--- config.mk ---
export PLATFORM = sky130hd
export DESIGN_NAME = pcs_ctrl_status_regs
export DESIGN_NICKNAME = d
export VERILOG_FILES = /design/src/hdl/pcs_pkg.sv /design/src/hdl/pcs_stat_reg.sv /design/src/hdl/pcs_ctrl_status_regs.sv
export SDC_FILE = /design/constraint.sdc
export NUM_CORES = 1
export LEC_CHECK = 0
export ABC_CLOCK_PERIOD_IN_PS = 1700
export BUFFER_PORTS_ARGS = -buffer_cell sky130_fd_sc_hd__buf_2
export CAP_MARGIN = 25
export CORE_MARGIN = 2
export CORE_UTILIZATION = 47
export CTS_BUF_LIST = sky130_fd_sc_hd__clkbuf_16
export DETAILED_ROUTE_END_ITERATION = 7
export PLACE_DENSITY = 0.87
export SKIP_CTS_REPAIR_TIMING = 1
export SLEW_MARGIN = 30
export SYNTH_ARGS = -nofsm -noshare
export SYNTH_HDL_FRONTEND = slang
export SYNTH_SLANG_ARGS = --single-unit
--- constraint.sdc ---
create_clock -name clk_in -period 1.7 [get_ports clk_in]
set_input_delay 0.17 -clock clk_in [delete_from_list [all_inputs] [get_ports clk_in]]
set_output_delay 0.17 -clock clk_in [all_outputs]
set_load 0.1 [all_outputs]
--- src/hdl/pcs_pkg.sv ---
// package: register indices, field layouts and reset values for the control/status bank
package pcs_pkg;
    localparam int unsigned DATA_W = 8;
    localparam int unsigned ADDR_W = 6;
    localparam int unsigned NUM_STAT = 11;

    // register indices within the bank
    localparam logic [5:0] ADDR_EXT_MON2_CFG = 6'h10;
    localparam logic [5:0] ADDR_POWER_CONTROL = 6'h11;
    localparam logic [5:0] ADDR_CLOCK_MONITOR_CONTROL = 6'h12;
    localparam logic [5:0] ADDR_STAT_BASE = 6'h13;

    // reset values
    localparam logic [7:0] RST_EXT_MON2_CFG = 8'h00;
    localparam logic [7:0] RST_POWER_CONTROL = 8'h00;
    localparam logic [7:0] RST_CLOCK_MONITOR_CONTROL = 8'h00;
    localparam logic [7:0] RST_STAT = 8'h00;
    localparam logic [7:0] RST_READ_DATA = 8'h00;

    // external monitor status field layout
    localparam int unsigned EXT_MON_STAT_IDX = 2;
    localparam int unsigned EXT_MON1_UV_BIT = 0;
    localparam int unsigned EXT_MON1_OV_BIT = 1;
    localparam int unsigned EXT_MON2_UV_BIT = 2;
    localparam int unsigned EXT_MON2_OV_BIT = 3;

    typedef struct packed {
        logic wr_en;
        logic rd_en;
        logic [5:0] addr;
        logic [7:0] wdata;
    } pcs_access_type;

    typedef struct packed {
        logic diag_state;
        logic cfg_lock;
        logic ctrl_lock;
        logic ext_mon1_en;
        logic ext_mon2_en;
    } pcs_gate_type;

    typedef enum logic [1:0] {
        PCS_BUCK_OFF = 2'h0,
        PCS_BUCK_ON = 2'h1,
        PCS_BUCK_PROT = 2'h3
    } pcs_buck_state_type;
endpackage

--- src/hdl/pcs_stat_reg.sv ---
// one clear-on-read status register with per-bit latch and conditional clear
`timescale 1ns/1ps
`default_nettype none
module pcs_stat_reg
(
    input wire logic clk_in,
    input wire logic reset_in,
    input wire logic [7:0] cond_in,
    input wire logic rd_in,
    output logic [7:0] flags_out
);
    logic [7:0] flags_q;
    logic [7:0] flags_d;

    // set beats clear; only flags whose condition is gone are dropped
    always_comb
    begin
        flags_d = flags_q | cond_in;
        if (rd_in)
        begin
            flags_d = (flags_q & cond_in) | cond_in;
        end
    end

    always_ff @(posedge clk_in)
    begin
        if (reset_in)
        begin
            flags_q <= pcs_pkg::RST_STAT;
        end
        else
        begin
            flags_q <= flags_d;
        end
    end

    assign flags_out = flags_q;
endmodule
`default_nettype wire

--- src/hdl/pcs_ctrl_status_regs.sv ---
// control registers with lock gating, clear-on-read status bank and wide-input buck enable
`timescale 1ns/1ps
`default_nettype none
// Overview of operation
// second external monitor config written only in diagnostic state with config lock clear
// power control register written only while control lock is clear
// clock monitor control register written only while control lock is clear
// power and clock monitor control reset on power-on and device reset
// wide-input buck enabled by default; no register write disables it
// buck follows wake input and wake latch in normal operation
// protection may turn buck off; it returns once restart conditions hold
// each status flag latches high until its register is read
// read clears flags whose condition is gone, keeps persisting ones
// host reads twice to confirm a flag cleared and condition gone
// status registers reset on power-on and update on each read
// external monitor voltage flags masked while that monitor is disabled
// writes to status registers change nothing
module pcs_ctrl_status_regs
(
    input wire logic clk_in,
    input wire logic reset_in,
    input wire logic dev_reset_in,
    input wire pcs_pkg::pcs_access_type access_in,
    input wire pcs_pkg::pcs_gate_type gate_in,
    input wire logic [87:0] stat_cond_in,
    input wire logic wake_in,
    input wire logic wake_latch_in,
    input wire logic prot_off_in,
    input wire logic restart_ok_in,
    output logic [7:0] rdata_out,
    output logic rvalid_out,
    output logic [7:0] ext_mon2_cfg_out,
    output logic [7:0] power_control_out,
    output logic [7:0] clock_monitor_control_out,
    output logic buck_en_out
);
    ////////////////////////////////////////////////////////////////////////
    logic [7:0] ext_mon2_cfg_q;
    logic [7:0] power_control_q;
    logic [7:0] clock_monitor_control_q;
    logic [7:0] rdata_q;
    logic rvalid_q;
    logic [7:0] cond [pcs_pkg::NUM_STAT];
    logic [7:0] flags [pcs_pkg::NUM_STAT];
    logic [pcs_pkg::NUM_STAT-1:0] stat_rd;
    pcs_pkg::pcs_buck_state_type buck_q;

    function automatic logic hit(input logic [5:0] a, input logic [5:0] target);
        hit = (a == target);
    endfunction

    ////////////////////////////////////////////////////////////////////////
    // control registers; status indices have no write path at all
    always_ff @(posedge clk_in)
    begin
        if (reset_in)
        begin
            ext_mon2_cfg_q <= pcs_pkg::RST_EXT_MON2_CFG;
        end
        else if (access_in.wr_en && hit(access_in.addr, pcs_pkg::ADDR_EXT_MON2_CFG)
                 && gate_in.diag_state && !gate_in.cfg_lock)
        begin
            ext_mon2_cfg_q <= access_in.wdata;
        end
    end

    always_ff @(posedge clk_in)
    begin
        if (reset_in || dev_reset_in)
        begin
            power_control_q <= pcs_pkg::RST_POWER_CONTROL;
        end
        else if (access_in.wr_en && hit(access_in.addr, pcs_pkg::ADDR_POWER_CONTROL) && !gate_in.ctrl_lock)
        begin
            power_control_q <= access_in.wdata;
        end
    end

    always_ff @(posedge clk_in)
    begin
        if (reset_in || dev_reset_in)
        begin
            clock_monitor_control_q <= pcs_pkg::RST_CLOCK_MONITOR_CONTROL;
        end
        else if (access_in.wr_en && hit(access_in.addr, pcs_pkg::ADDR_CLOCK_MONITOR_CONTROL)
                 && !gate_in.ctrl_lock)
        begin
            clock_monitor_control_q <= access_in.wdata;
        end
    end

    ////////////////////////////////////////////////////////////////////////
    // status bank
    genvar i;
    generate
        for (i = 0; i < pcs_pkg::NUM_STAT; i++)
        begin : g_stat
            if (i == pcs_pkg::EXT_MON_STAT_IDX)
            begin : g_ext
                always_comb
                begin
                    cond[i] = stat_cond_in[i*8 +: 8];
                    cond[i][pcs_pkg::EXT_MON1_UV_BIT] = stat_cond_in[i*8 + pcs_pkg::EXT_MON1_UV_BIT]
                                                        & gate_in.ext_mon1_en;
                    cond[i][pcs_pkg::EXT_MON1_OV_BIT] = stat_cond_in[i*8 + pcs_pkg::EXT_MON1_OV_BIT]
                                                        & gate_in.ext_mon1_en;
                    cond[i][pcs_pkg::EXT_MON2_UV_BIT] = stat_cond_in[i*8 + pcs_pkg::EXT_MON2_UV_BIT]
                                                        & gate_in.ext_mon2_en;
                    cond[i][pcs_pkg::EXT_MON2_OV_BIT] = stat_cond_in[i*8 + pcs_pkg::EXT_MON2_OV_BIT]
                                                        & gate_in.ext_mon2_en;
                end
            end
            else
            begin : g_plain
                assign cond[i] = stat_cond_in[i*8 +: 8];
            end
            // reads only; writes never reach the flags
            assign stat_rd[i] = access_in.rd_en
                                && hit(access_in.addr, pcs_pkg::ADDR_STAT_BASE + 6'(i));
            pcs_stat_reg u_stat
            (
                .clk_in(clk_in),
                .reset_in(reset_in),
                .cond_in(cond[i]),
                .rd_in(stat_rd[i]),
                .flags_out(flags[i])
            );
        end
    endgenerate

    ////////////////////////////////////////////////////////////////////////
    // read data: captured before the clear takes effect
    always_ff @(posedge clk_in)
    begin
        if (reset_in)
        begin
            rdata_q <= pcs_pkg::RST_READ_DATA;
            rvalid_q <= 1'b0;
        end
        else
        begin
            rvalid_q <= access_in.rd_en;
            if (access_in.rd_en)
            begin
                rdata_q <= pcs_pkg::RST_READ_DATA;
                if (hit(access_in.addr, pcs_pkg::ADDR_EXT_MON2_CFG))
                begin
                    rdata_q <= ext_mon2_cfg_q;
                end
                if (hit(access_in.addr, pcs_pkg::ADDR_POWER_CONTROL))
                begin
                    rdata_q <= power_control_q;
                end
                if (hit(access_in.addr, pcs_pkg::ADDR_CLOCK_MONITOR_CONTROL))
                begin
                    rdata_q <= clock_monitor_control_q;
                end
                for (int k = 0; k < pcs_pkg::NUM_STAT; k++)
                begin
                    if (stat_rd[k])
                    begin
                        rdata_q <= flags[k];
                    end
                end
            end
        end
    end

    ////////////////////////////////////////////////////////////////////////
    // buck enable: no register bit feeds this, so software cannot turn it off
    always_ff @(posedge clk_in)
    begin
        if (reset_in)
        begin
            buck_q <= pcs_pkg::PCS_BUCK_ON;
        end
        else
        begin
            unique case (buck_q)
                pcs_pkg::PCS_BUCK_ON:
                begin
                    if (prot_off_in)
                    begin
                        buck_q <= pcs_pkg::PCS_BUCK_PROT;
                    end
                    else if (!(wake_in || wake_latch_in))
                    begin
                        buck_q <= pcs_pkg::PCS_BUCK_OFF;
                    end
                end
                pcs_pkg::PCS_BUCK_OFF:
                begin
                    if ((wake_in || wake_latch_in) && !prot_off_in)
                    begin
                        buck_q <= pcs_pkg::PCS_BUCK_ON;
                    end
                end
                pcs_pkg::PCS_BUCK_PROT:
                begin
                    if (restart_ok_in && !prot_off_in)
                    begin
                        buck_q <= pcs_pkg::PCS_BUCK_ON;
                    end
                end
                default:
                begin
                    buck_q <= pcs_pkg::PCS_BUCK_PROT;
                end
            endcase
        end
    end

    assign buck_en_out = (buck_q == pcs_pkg::PCS_BUCK_ON);
    assign rdata_out = rdata_q;
    assign rvalid_out = rvalid_q;
    assign ext_mon2_cfg_out = ext_mon2_cfg_q;
    assign power_control_out = power_control_q;
    assign clock_monitor_control_out = clock_monitor_control_q;
endmodule
`default_nettype wire

* Word-level counts from Yosys, hierarchy flattened
Cells that the tools add are included.
Widths: inputs -> output; s select.
** Word-level totals
- Register bits after elaboration :: 123
- Bits of input ports :: 116
- Output and inout port bits :: 34
- Logic and storage cells :: 130
** Operators by class
- Equal/unequal tests :: 19
- Mux-type cells :: 30
- Bitwise gates (word level) :: 37
- Reduce and logical (&&, ||, !) cells :: 27
** Operators with widths (count)
- $mux 8 :: 25
- $or 8x8->8 :: 22
- $and 8x8->8 :: 11
- $eq 6x5->1 const B :: 14
- $logic_and 1x1->1 :: 20
- $mux 2 :: 4
- $pmux 2 s3 :: 1
- $and 1x1->1 :: 4
- $ne 2x2->1 const B :: 2
- $logic_not 1->1 :: 3
- $ne 3x3->1 const B :: 1
- $reduce_and 3->1 :: 1
- $eq 2x1->1 const B :: 1
- $eq 2x2->1 const B :: 1
- $logic_not 2->1 :: 1
- $logic_or 1x1->1 :: 2

* Longest topological paths before layout
Gate-level depths: netlist of the first run.
- Depth in word-level cells :: 15
- Depth in mapped cells :: 8
- Mapped depth without buffers :: 5

* Modules after synthesis
From an unflattened synthesis of the first run, not the netlist that was laid out.
** Unflattened totals
- Cell total of the unflattened synthesis :: 713
- Area, all modules :: 6082.1 µm²
** By module, submodules not included
- pcs_stat_reg :: instances 11, cells an instance 33, area an instance 304.0 µm², sequential area each 160.2 µm²
- pcs_ctrl_status_regs :: instances 1, cells an instance 350, area an instance 2737.6 µm², sequential area each 700.7 µm²

* Least setup slack after synthesis of the first run
No wires, ideal clock.
- Kind :: reg2reg
- Start point :: reg clock_monitor_control_q[5] (netlist: clock_monitor_control_out[5])
- End point :: reg rdata_q[5] (netlist: rdata_out[5])
- Library setup time :: 0.086 ns
- Data arrival time :: 1.795 ns
- Setup slack :: -0.181 ns
- Cell stages (with the launch flop) :: 5
- Clock period less this slack :: 1.881 ns
- Cells stage by stage :: dfxtp_1 > mux4_2 > o211ai_1 > and3_1 > a211oi_1
** Between the ends
- Cells in the longest elaborated chain, start to end :: 12
** Ends and longest elaborated chain
- start: declaration :: line pcs_ctrl_status_regs.sv:40 : logic [7:0] clock_monitor_control_q;
- start signal: assignment :: line pcs_ctrl_status_regs.sv:83 : clock_monitor_control_q <= pcs_pkg::RST_CLOCK_MONITOR_CONTROL;
- start signal: assignment :: line pcs_ctrl_status_regs.sv:88 : clock_monitor_control_q <= access_in.wdata;
- $mux 8 :: line pcs_ctrl_status_regs.sv:154 : if (hit(access_in.addr, pcs_pkg::ADDR_CLOCK_MONITOR_CONTROL))
- $mux 8 (11 in series) :: line pcs_ctrl_status_regs.sv:160 : if (stat_rd[k])
- end signal: assignment :: line pcs_ctrl_status_regs.sv:152 : rdata_q <= power_control_q;
- end signal: assignment :: line pcs_ctrl_status_regs.sv:156 : rdata_q <= clock_monitor_control_q;
- end signal: assignment :: line pcs_ctrl_status_regs.sv:162 : rdata_q <= flags[k];
- end: declaration :: line pcs_ctrl_status_regs.sv:41 : logic [7:0] rdata_q;
Every way passes these cells.
A chain may end at the register's enable or synchronous reset.

* Final worst setup path of the first run
- Start point :: reg buck_q[1]
- End point :: out buck_en_out
** Between the ends
- Cells in the longest elaborated chain, start to end :: 1
** Ends and longest elaborated chain
- start: declaration :: line pcs_ctrl_status_regs.sv:46 : pcs_pkg::pcs_buck_state_type buck_q;
- start signal: assignment :: line pcs_ctrl_status_regs.sv:175 : buck_q <= pcs_pkg::PCS_BUCK_ON;
- start signal: assignment :: line pcs_ctrl_status_regs.sv:184 : buck_q <= pcs_pkg::PCS_BUCK_PROT;
- start signal: assignment :: line pcs_ctrl_status_regs.sv:188 : buck_q <= pcs_pkg::PCS_BUCK_OFF;
- $eq 2x1->1 :: line pcs_ctrl_status_regs.sv:213 : assign buck_en_out = (buck_q == pcs_pkg::PCS_BUCK_ON);
- end: declaration :: line pcs_ctrl_status_regs.sv:35 : output logic buck_en_out
Every way passes these cells.

==> results of run 1 <==
## power by group through the flow
stage / combinational [W] / sequential [W] / clock [W]
after floorplan: 0.000605 / 0.00325 / 0
after global placement: 0.000986 / 0.00323 / 0
after detailed placement: 0.00101 / 0.00324 / 0
after CTS: 0.00103 / 0.00318 / 0.00383
after global routing: 0.00122 / 0.00320 / 0.00397
final: 0.00114 / 0.00319 / 0.00382
## state kept, by name, summed over array words and instances, names as in the netlist
signal / cells
rdata_out: 8
ext_mon2_cfg_out: 8
clock_monitor_control_out: 8
power_control_out: 8
g_stat.u_stat.flags_out: 88
buck_q: 2
rvalid_out: 1
## worst max-delay path, cell delays in order, from the launching register on
cell	delay (ps)
dfxtp_1	340
inv_1	100
ha_2	200
buf_2	430
## per-layer routing
layer | vias to the layer above | global-route usage
li1 | 2716 | -
met1 | 2851 | 0.3565
met2 | 460 | 0.4654
met3 | 87 | 0.06124
met4 | 0 | 0.1133
met5 | - | 0
## kinds of logic after synthesis
kind of cell | Yosys count | share of synthesized area
compound gates | 180 | 0.2044
fa+ha+maj | 4 | 0.009344
buf+inv | 51 | 0.03808
flops | 123 | 0.4597
mux | 35 | 0.07592
simple gates | 234 | 0.2126
## layout make-up
cell class                 instances  area [um2]  area share
multi-input combinational        453        2703      0.3503
sequential                       123        2482      0.3218
timing repair buffer             250        1694      0.2196
clock buffer                      17       425.4     0.05514
clock inverter                    15       197.7     0.02562
tap                              140       175.2     0.02271
inverter                          10       37.54    0.004865
## cell usage after synthesis (3+ instances only)
library cell  count
nor4_1            4
nor2b_1           4
nand3_1          20
a2bb2oi_1         6
a211oi_1          5
or3b_2            3
nor2_1          118
clkbuf_1         28
a31oi_1           3
o22ai_1           9
inv_1             7
nor3_1           20
mux2i_1          26
nand2b_1          6
ha_1              4
mux4_2            4
o21bai_1          4
dfxtp_1         123
o21ai_0          10
clkinv_1          3
buf_2            10
buf_1             3
o211ai_1          8
o32ai_1           5
mux2_2            5
and3_1            6
a22oi_1           7
a21oi_1         104
nand2_1          28
## path summary, 6_finish.rpt
kind	start	to	slack, ps	cells past startpoint
setup / recovery	buck_q[1]	buck_en_out	50	3
hold / removal	stat_cond_in[2]	g_stat[0].u_stat.flags_out[2]	-40	3
setup reg to reg	g_stat[0].u_stat.flags_out[7]	rdata_out[7]	180	5
hold reg to reg	clock_monitor_control_out[2]	clock_monitor_control_out[2]	480	2
## stage by stage
stage               cell area (um2)  total power [W]  utilization
floorplan                      5396         0.003858            -
global placement               6641         0.004218       0.6047
detailed placement             6641         0.004252       0.6047
CTS                            7264         0.008038       0.6614
global route                   7715         0.008388       0.7024
finish                         7715         0.008150       0.7024
==> flow_summary.json, run 1 <==
{
  "end_kind": "output port",
  "period_minus_slack_ps": 1646,
  "numClockSinks": 123,
  "vias": 6114,
  "synthFlopType": "dfxtp_1",
  "remaining_drc_errors": 0,
  "dieHeight_um": 110.8,
  "tritoncts.num_buffers": 17,
  "wl_um": 19150,
  "worstPathRequired_ps": 1530,
  "layout_commonest_cell": "buf_2",
  "syn_to_final_growth_pct": 44.03,
  "combPwrFrac": 0.140,
  "fmax_ghz": 0.6077,
  "critPathMaxFanout": 4,
  "syn_nets": 747,
  "ys_ff_latch": 123,
  "routed-wl-met3_um": 1910,
  "fin_setup_tns_ps": 0,
  "seq_area_frac_synth": 0.4597,
  "clock_latency_ps": 420,
  "pwr-share-seq": 0.391,
  "die_w_um": 110.8,
  "hpwl_um": 12740,
  "vias_per_cell": 6.065,
  "syn_inst": 627,
  "cts_tree": "yes",
  "ys_types": 60,
  "synthTopCellsByArea": "dfxtp_1 46%, a21oi_1 9.7%, nor2_1 8.3%",
  "hold_class": "input port to flop",
  "clock_path_buffers": 2,
  "cap_violations": 0,
  "rows": 38,
  "hold_violations": 25,
  "overflow": 0,
  "initial_utilization": 0.4877,
  "dp.cells": 931,
  "place_congestion": 0.9442,
  "yosysWarnings": 0,
  "fin_crit_sh": 0.9680,
  "final_cells": 1008,
  "synth_top_area_cell": "dfxtp_1",
  "fin_worst_skew_ps": 7.680,
  "final_layout_size_suffix_gt1_frac": 0.3157,
  "relSlewSlack": 0.6654,
  "clk_pin_slew_ps": 60,
  "dr.pass1.iters": 5,
  "startpoint_type": "flop",
  "worstPathArrival_ps": 1480,
  "rsz0062_at_grt": "false",
  "max_slew.worst_pin.slew_ps": 505.3,
  "power_density_nw_per_um2": 1056,
  "status": "finished with violations",
  "port_buffers": 149,
  "slew_viol_final": 0,
  "ir_drop_mv": 0.6940,
  "dr_wl_met2_um": 9049,
  "synth.avg_cell_area_um2": 8.543,
  "grt_util_all_layers": 0.2810,
  "io_pins": 150,
  "layout_common_cells": "148 x buf_2, 118 x nor2_1, 107 x dfxtp_1",
  "antenna_found_initial": 0,
  "drt_iter0_markers": 769,
  "grt_pass1_wl_um": 27660,
  "pre_cts_slack_ps": -115.2,
  "antenna_left": 0,
  "drt-wirelength-per-cell_um": 18.99,
  "violations": "hold timing",
  "synth_area_um2": 5356,
  "crit_type": "flop to output port",
  "n_fill_cell": 788,
  "first_global_vias": 5553,
  "core_um2": 10980,
  "htree_levels": 4,
  "diodes": 0,
  "synth_enable_flop_cells": 0,
  "timing.final.ws_setup_ps": 54.41,
  "synth_async_sr_flop_share": 0,
  "dieArea_um2": 12270,
  "yosysTopAreaCellShare": 0.4597,
  "finalSetupViolCount": 0,
  "highest_layer": "met4",
  "p_leak_nw": 3.396,
  "internal_power_w": 0.005992,
  "whs_ps": -40.70,
  "nNetsFinal": 975,
  "wl_met1_um": 7329,
  "pwr-share-clk": 0.469,
  "root_buffer": "clkbuf_16",
  "power.switching_w": 0.002159,
  "grt_max_degree": 24,
  "sw_frac_of_total": 0.2648
}
(Power assumes the default switching activity.)
==> inputs of run 2 (changes only) <==
--- a/config.mk
+++ b/config.mk
@@ -10,7 +10,7 @@
 export CAP_MARGIN = 25
 export CORE_MARGIN = 2
 export CORE_UTILIZATION = 47
-export CTS_BUF_LIST = sky130_fd_sc_hd__clkbuf_16
+export CTS_BUF_LIST = sky130_fd_sc_hd__clkbuf_4 sky130_fd_sc_hd__clkbuf_8 sky130_fd_sc_hd__clkbuf_16
 export DETAILED_ROUTE_END_ITERATION = 7
 export PLACE_DENSITY = 0.87
 export SKIP_CTS_REPAIR_TIMING = 1
==> run 2 against run 1 <==
The run still ends with hold timing left. Global-route usage up 0.10 points. Wire length fell by 1.2%. Power is 0.26% higher. Clock skew about the same. Clock power is essentially flat.
==> flow_summary.json, run 2 (synthesis results as in run 1) <==
{
  "status": "finished with violations",
  "violations": "hold timing",
  "highest_layer": "met4",
  "startpoint_type": "flop",
  "hold_class": "input port to flop",
  "dieHeight_um": 110.8,
  "die_w_um": 110.8,
  "diodes": 0,
  "whs_path_depth": 3,
  "dr_wl_met2_um": 9118,
  "timing.final.ws_setup_ps": 56.36,
  "drt_iter0_markers": 776,
  "syn_to_final_growth_pct": 44.48,
  "overflow": 0,
  "r2r-end": "rdata_out[6]",
  "antenna_found_initial": 0,
  "hpwl_um": 12740,
  "fin_setup_tns_ps": 0,
  "final_design_area_no_fill_um2": 7739,
  "vias_per_cell": 5.983,
  "core_um2": 10980,
  "fmax_ghz": 0.6084,
  "wl_met1_um": 7323,
  "vias": 6043,
  "largest_register_ffs": 88,
  "nNetsFinal": 977,
  "min_from": "stat_cond_in[2]",
  "end_kind": "output port",
  "layout_commonest_cell": "buf_2",
  "initial_utilization": 0.4877,
  "rows": 38,
  "port_buffers": 149,
  "dieArea_um2": 12270,
  "p_leak_nw": 3.403,
  "hold_path_end": "g_stat[0].u_stat.flags_out[2]",
  "htree_levels": 4,
  "dr.pass1.iters": 6,
  "tritoncts.num_buffers": 17,
  "io_pins": 150,
  "reg2reg_slack_ps": 170,
  "cap_violations": 0,
  "slew_viol_final": 0,
  "clk_pin_slew_ps": 60,
  "clock_latency_ps": 410,
  "n_fill_cell": 784,
  "critPathMaxFanout": 4,
  "worstPathRequired_ps": 1530,
  "antenna_left": 0,
  "layout_common_cells": "148 x buf_2, 118 x nor2_1, 107 x dfxtp_1",
  "pre_cts_slack_ps": -115.2,
  "rsz0062_at_grt": "false",
  "whs_ps": -38.54,
  "grt_max_degree": 24,
  "r2r_cells": 5,
  "remaining_drc_errors": 0,
  "root_buffer": "clkbuf_16",
  "fin_crit_sh": 0.9669,
  "rr_startpoint": "g_stat[2].u_stat.flags_out[6]",
  "first_global_vias": 5568,
  "cts_tree": "yes",
  "fin_worst_skew_ps": 7.738,
  "finalSetupViolCount": 0,
  "place_congestion": 0.9442,
  "crit_type": "flop to output port",
  "relSlewSlack": 0.6655,
  "routed-wl-met3_um": 1804,
  "seq_area_um2": 2482,
  "wl_um": 18920,
  "grt_pass1_wl_um": 27740,
  "ir_drop_mv": 0.6926,
  "hold_violations": 24,
  "grt_util_all_layers": 0.2820,
  "multi_input_area_um2": 2703,
  "final_layout_size_suffix_gt1_frac": 0.3161,
  "numClockSinks": 123,
  "worstPathArrival_ps": 1470,
  "dpl_cell_area_um2": 6641,
  "period_minus_slack_ps": 1644,
  "clock_path_buffers": 2,
  "max_slew.worst_pin.slew_ps": 505.2,
  "power_density_nw_per_um2": 1056,
  "drt-wirelength-per-cell_um": 18.74
}
## run 2: cell types whose count changed in the layout (fill, tap and decap cells not counted)
cell           previous run  this run
inv_1                     8         7
clkbuf_4                  0         1
dlygate4sd3_1            45        47
## run 2: critical path, cell delays in order (launching register included)
cell	delay, ps
dfxtp_1	340
inv_1	100
ha_2	200
buf_2	430
## run 2: area by class of cell
class / instances / share of cell area
Clock buffer: 18 / 0.05594
Clock inverter: 14 / 0.02506
Inverter: 10 / 0.004850
Multi-Input combinational cell: 453 / 0.3492
Sequential cell: 123 / 0.3208
Tap cell: 140 / 0.02264
Timing Repair Buffer: 252 / 0.2215
## run 2: routing by layer
metal | track usage | vias up
met4 | 0.1150 | 0
li1 | - | 2718
met1 | 0.3579 | 2849
met2 | 0.4687 | 411
met3 | 0.05850 | 65
met5 | 0 | -
## run 2: report_power, final
part	internal, W	switching (W)	leakage, nW
combinational	0.000480	0.000657	2.07
clock	0.00248	0.00137	0.304
sequential	0.00306	0.000125	1.03
## run 2: stage by stage
| step | utilization | hold slack (ps) | power (W) | instances |
|---|---|---|---|---|
| floorplan | - | 287.4 | 0.003858 | 627 |
| global placement | 0.6047 | 372.6 | 0.004218 | 931 |
| detailed placement | 0.6047 | 382.1 | 0.004252 | 931 |
| CTS | 0.6618 | -45.60 | 0.008061 | 963 |
| global route | 0.7046 | -3.504 | 0.008409 | 1010 |
| finish | 0.7046 | -38.54 | 0.008172 | 1010 |
## run 2: how the worst max path moves through the flow
stage / startpoint / endpoint / cells after the start
detailed placement: access_in[11] / power_control_out[6] / 6
floorplan: access_in[11] / power_control_out[0] / 6
CTS: buck_q[1] / buck_en_out / 3
global placement: access_in[10] / rdata_out[5] / 8
global route: buck_q[1] / buck_en_out / 3
finish: buck_q[1] / buck_en_out / 3
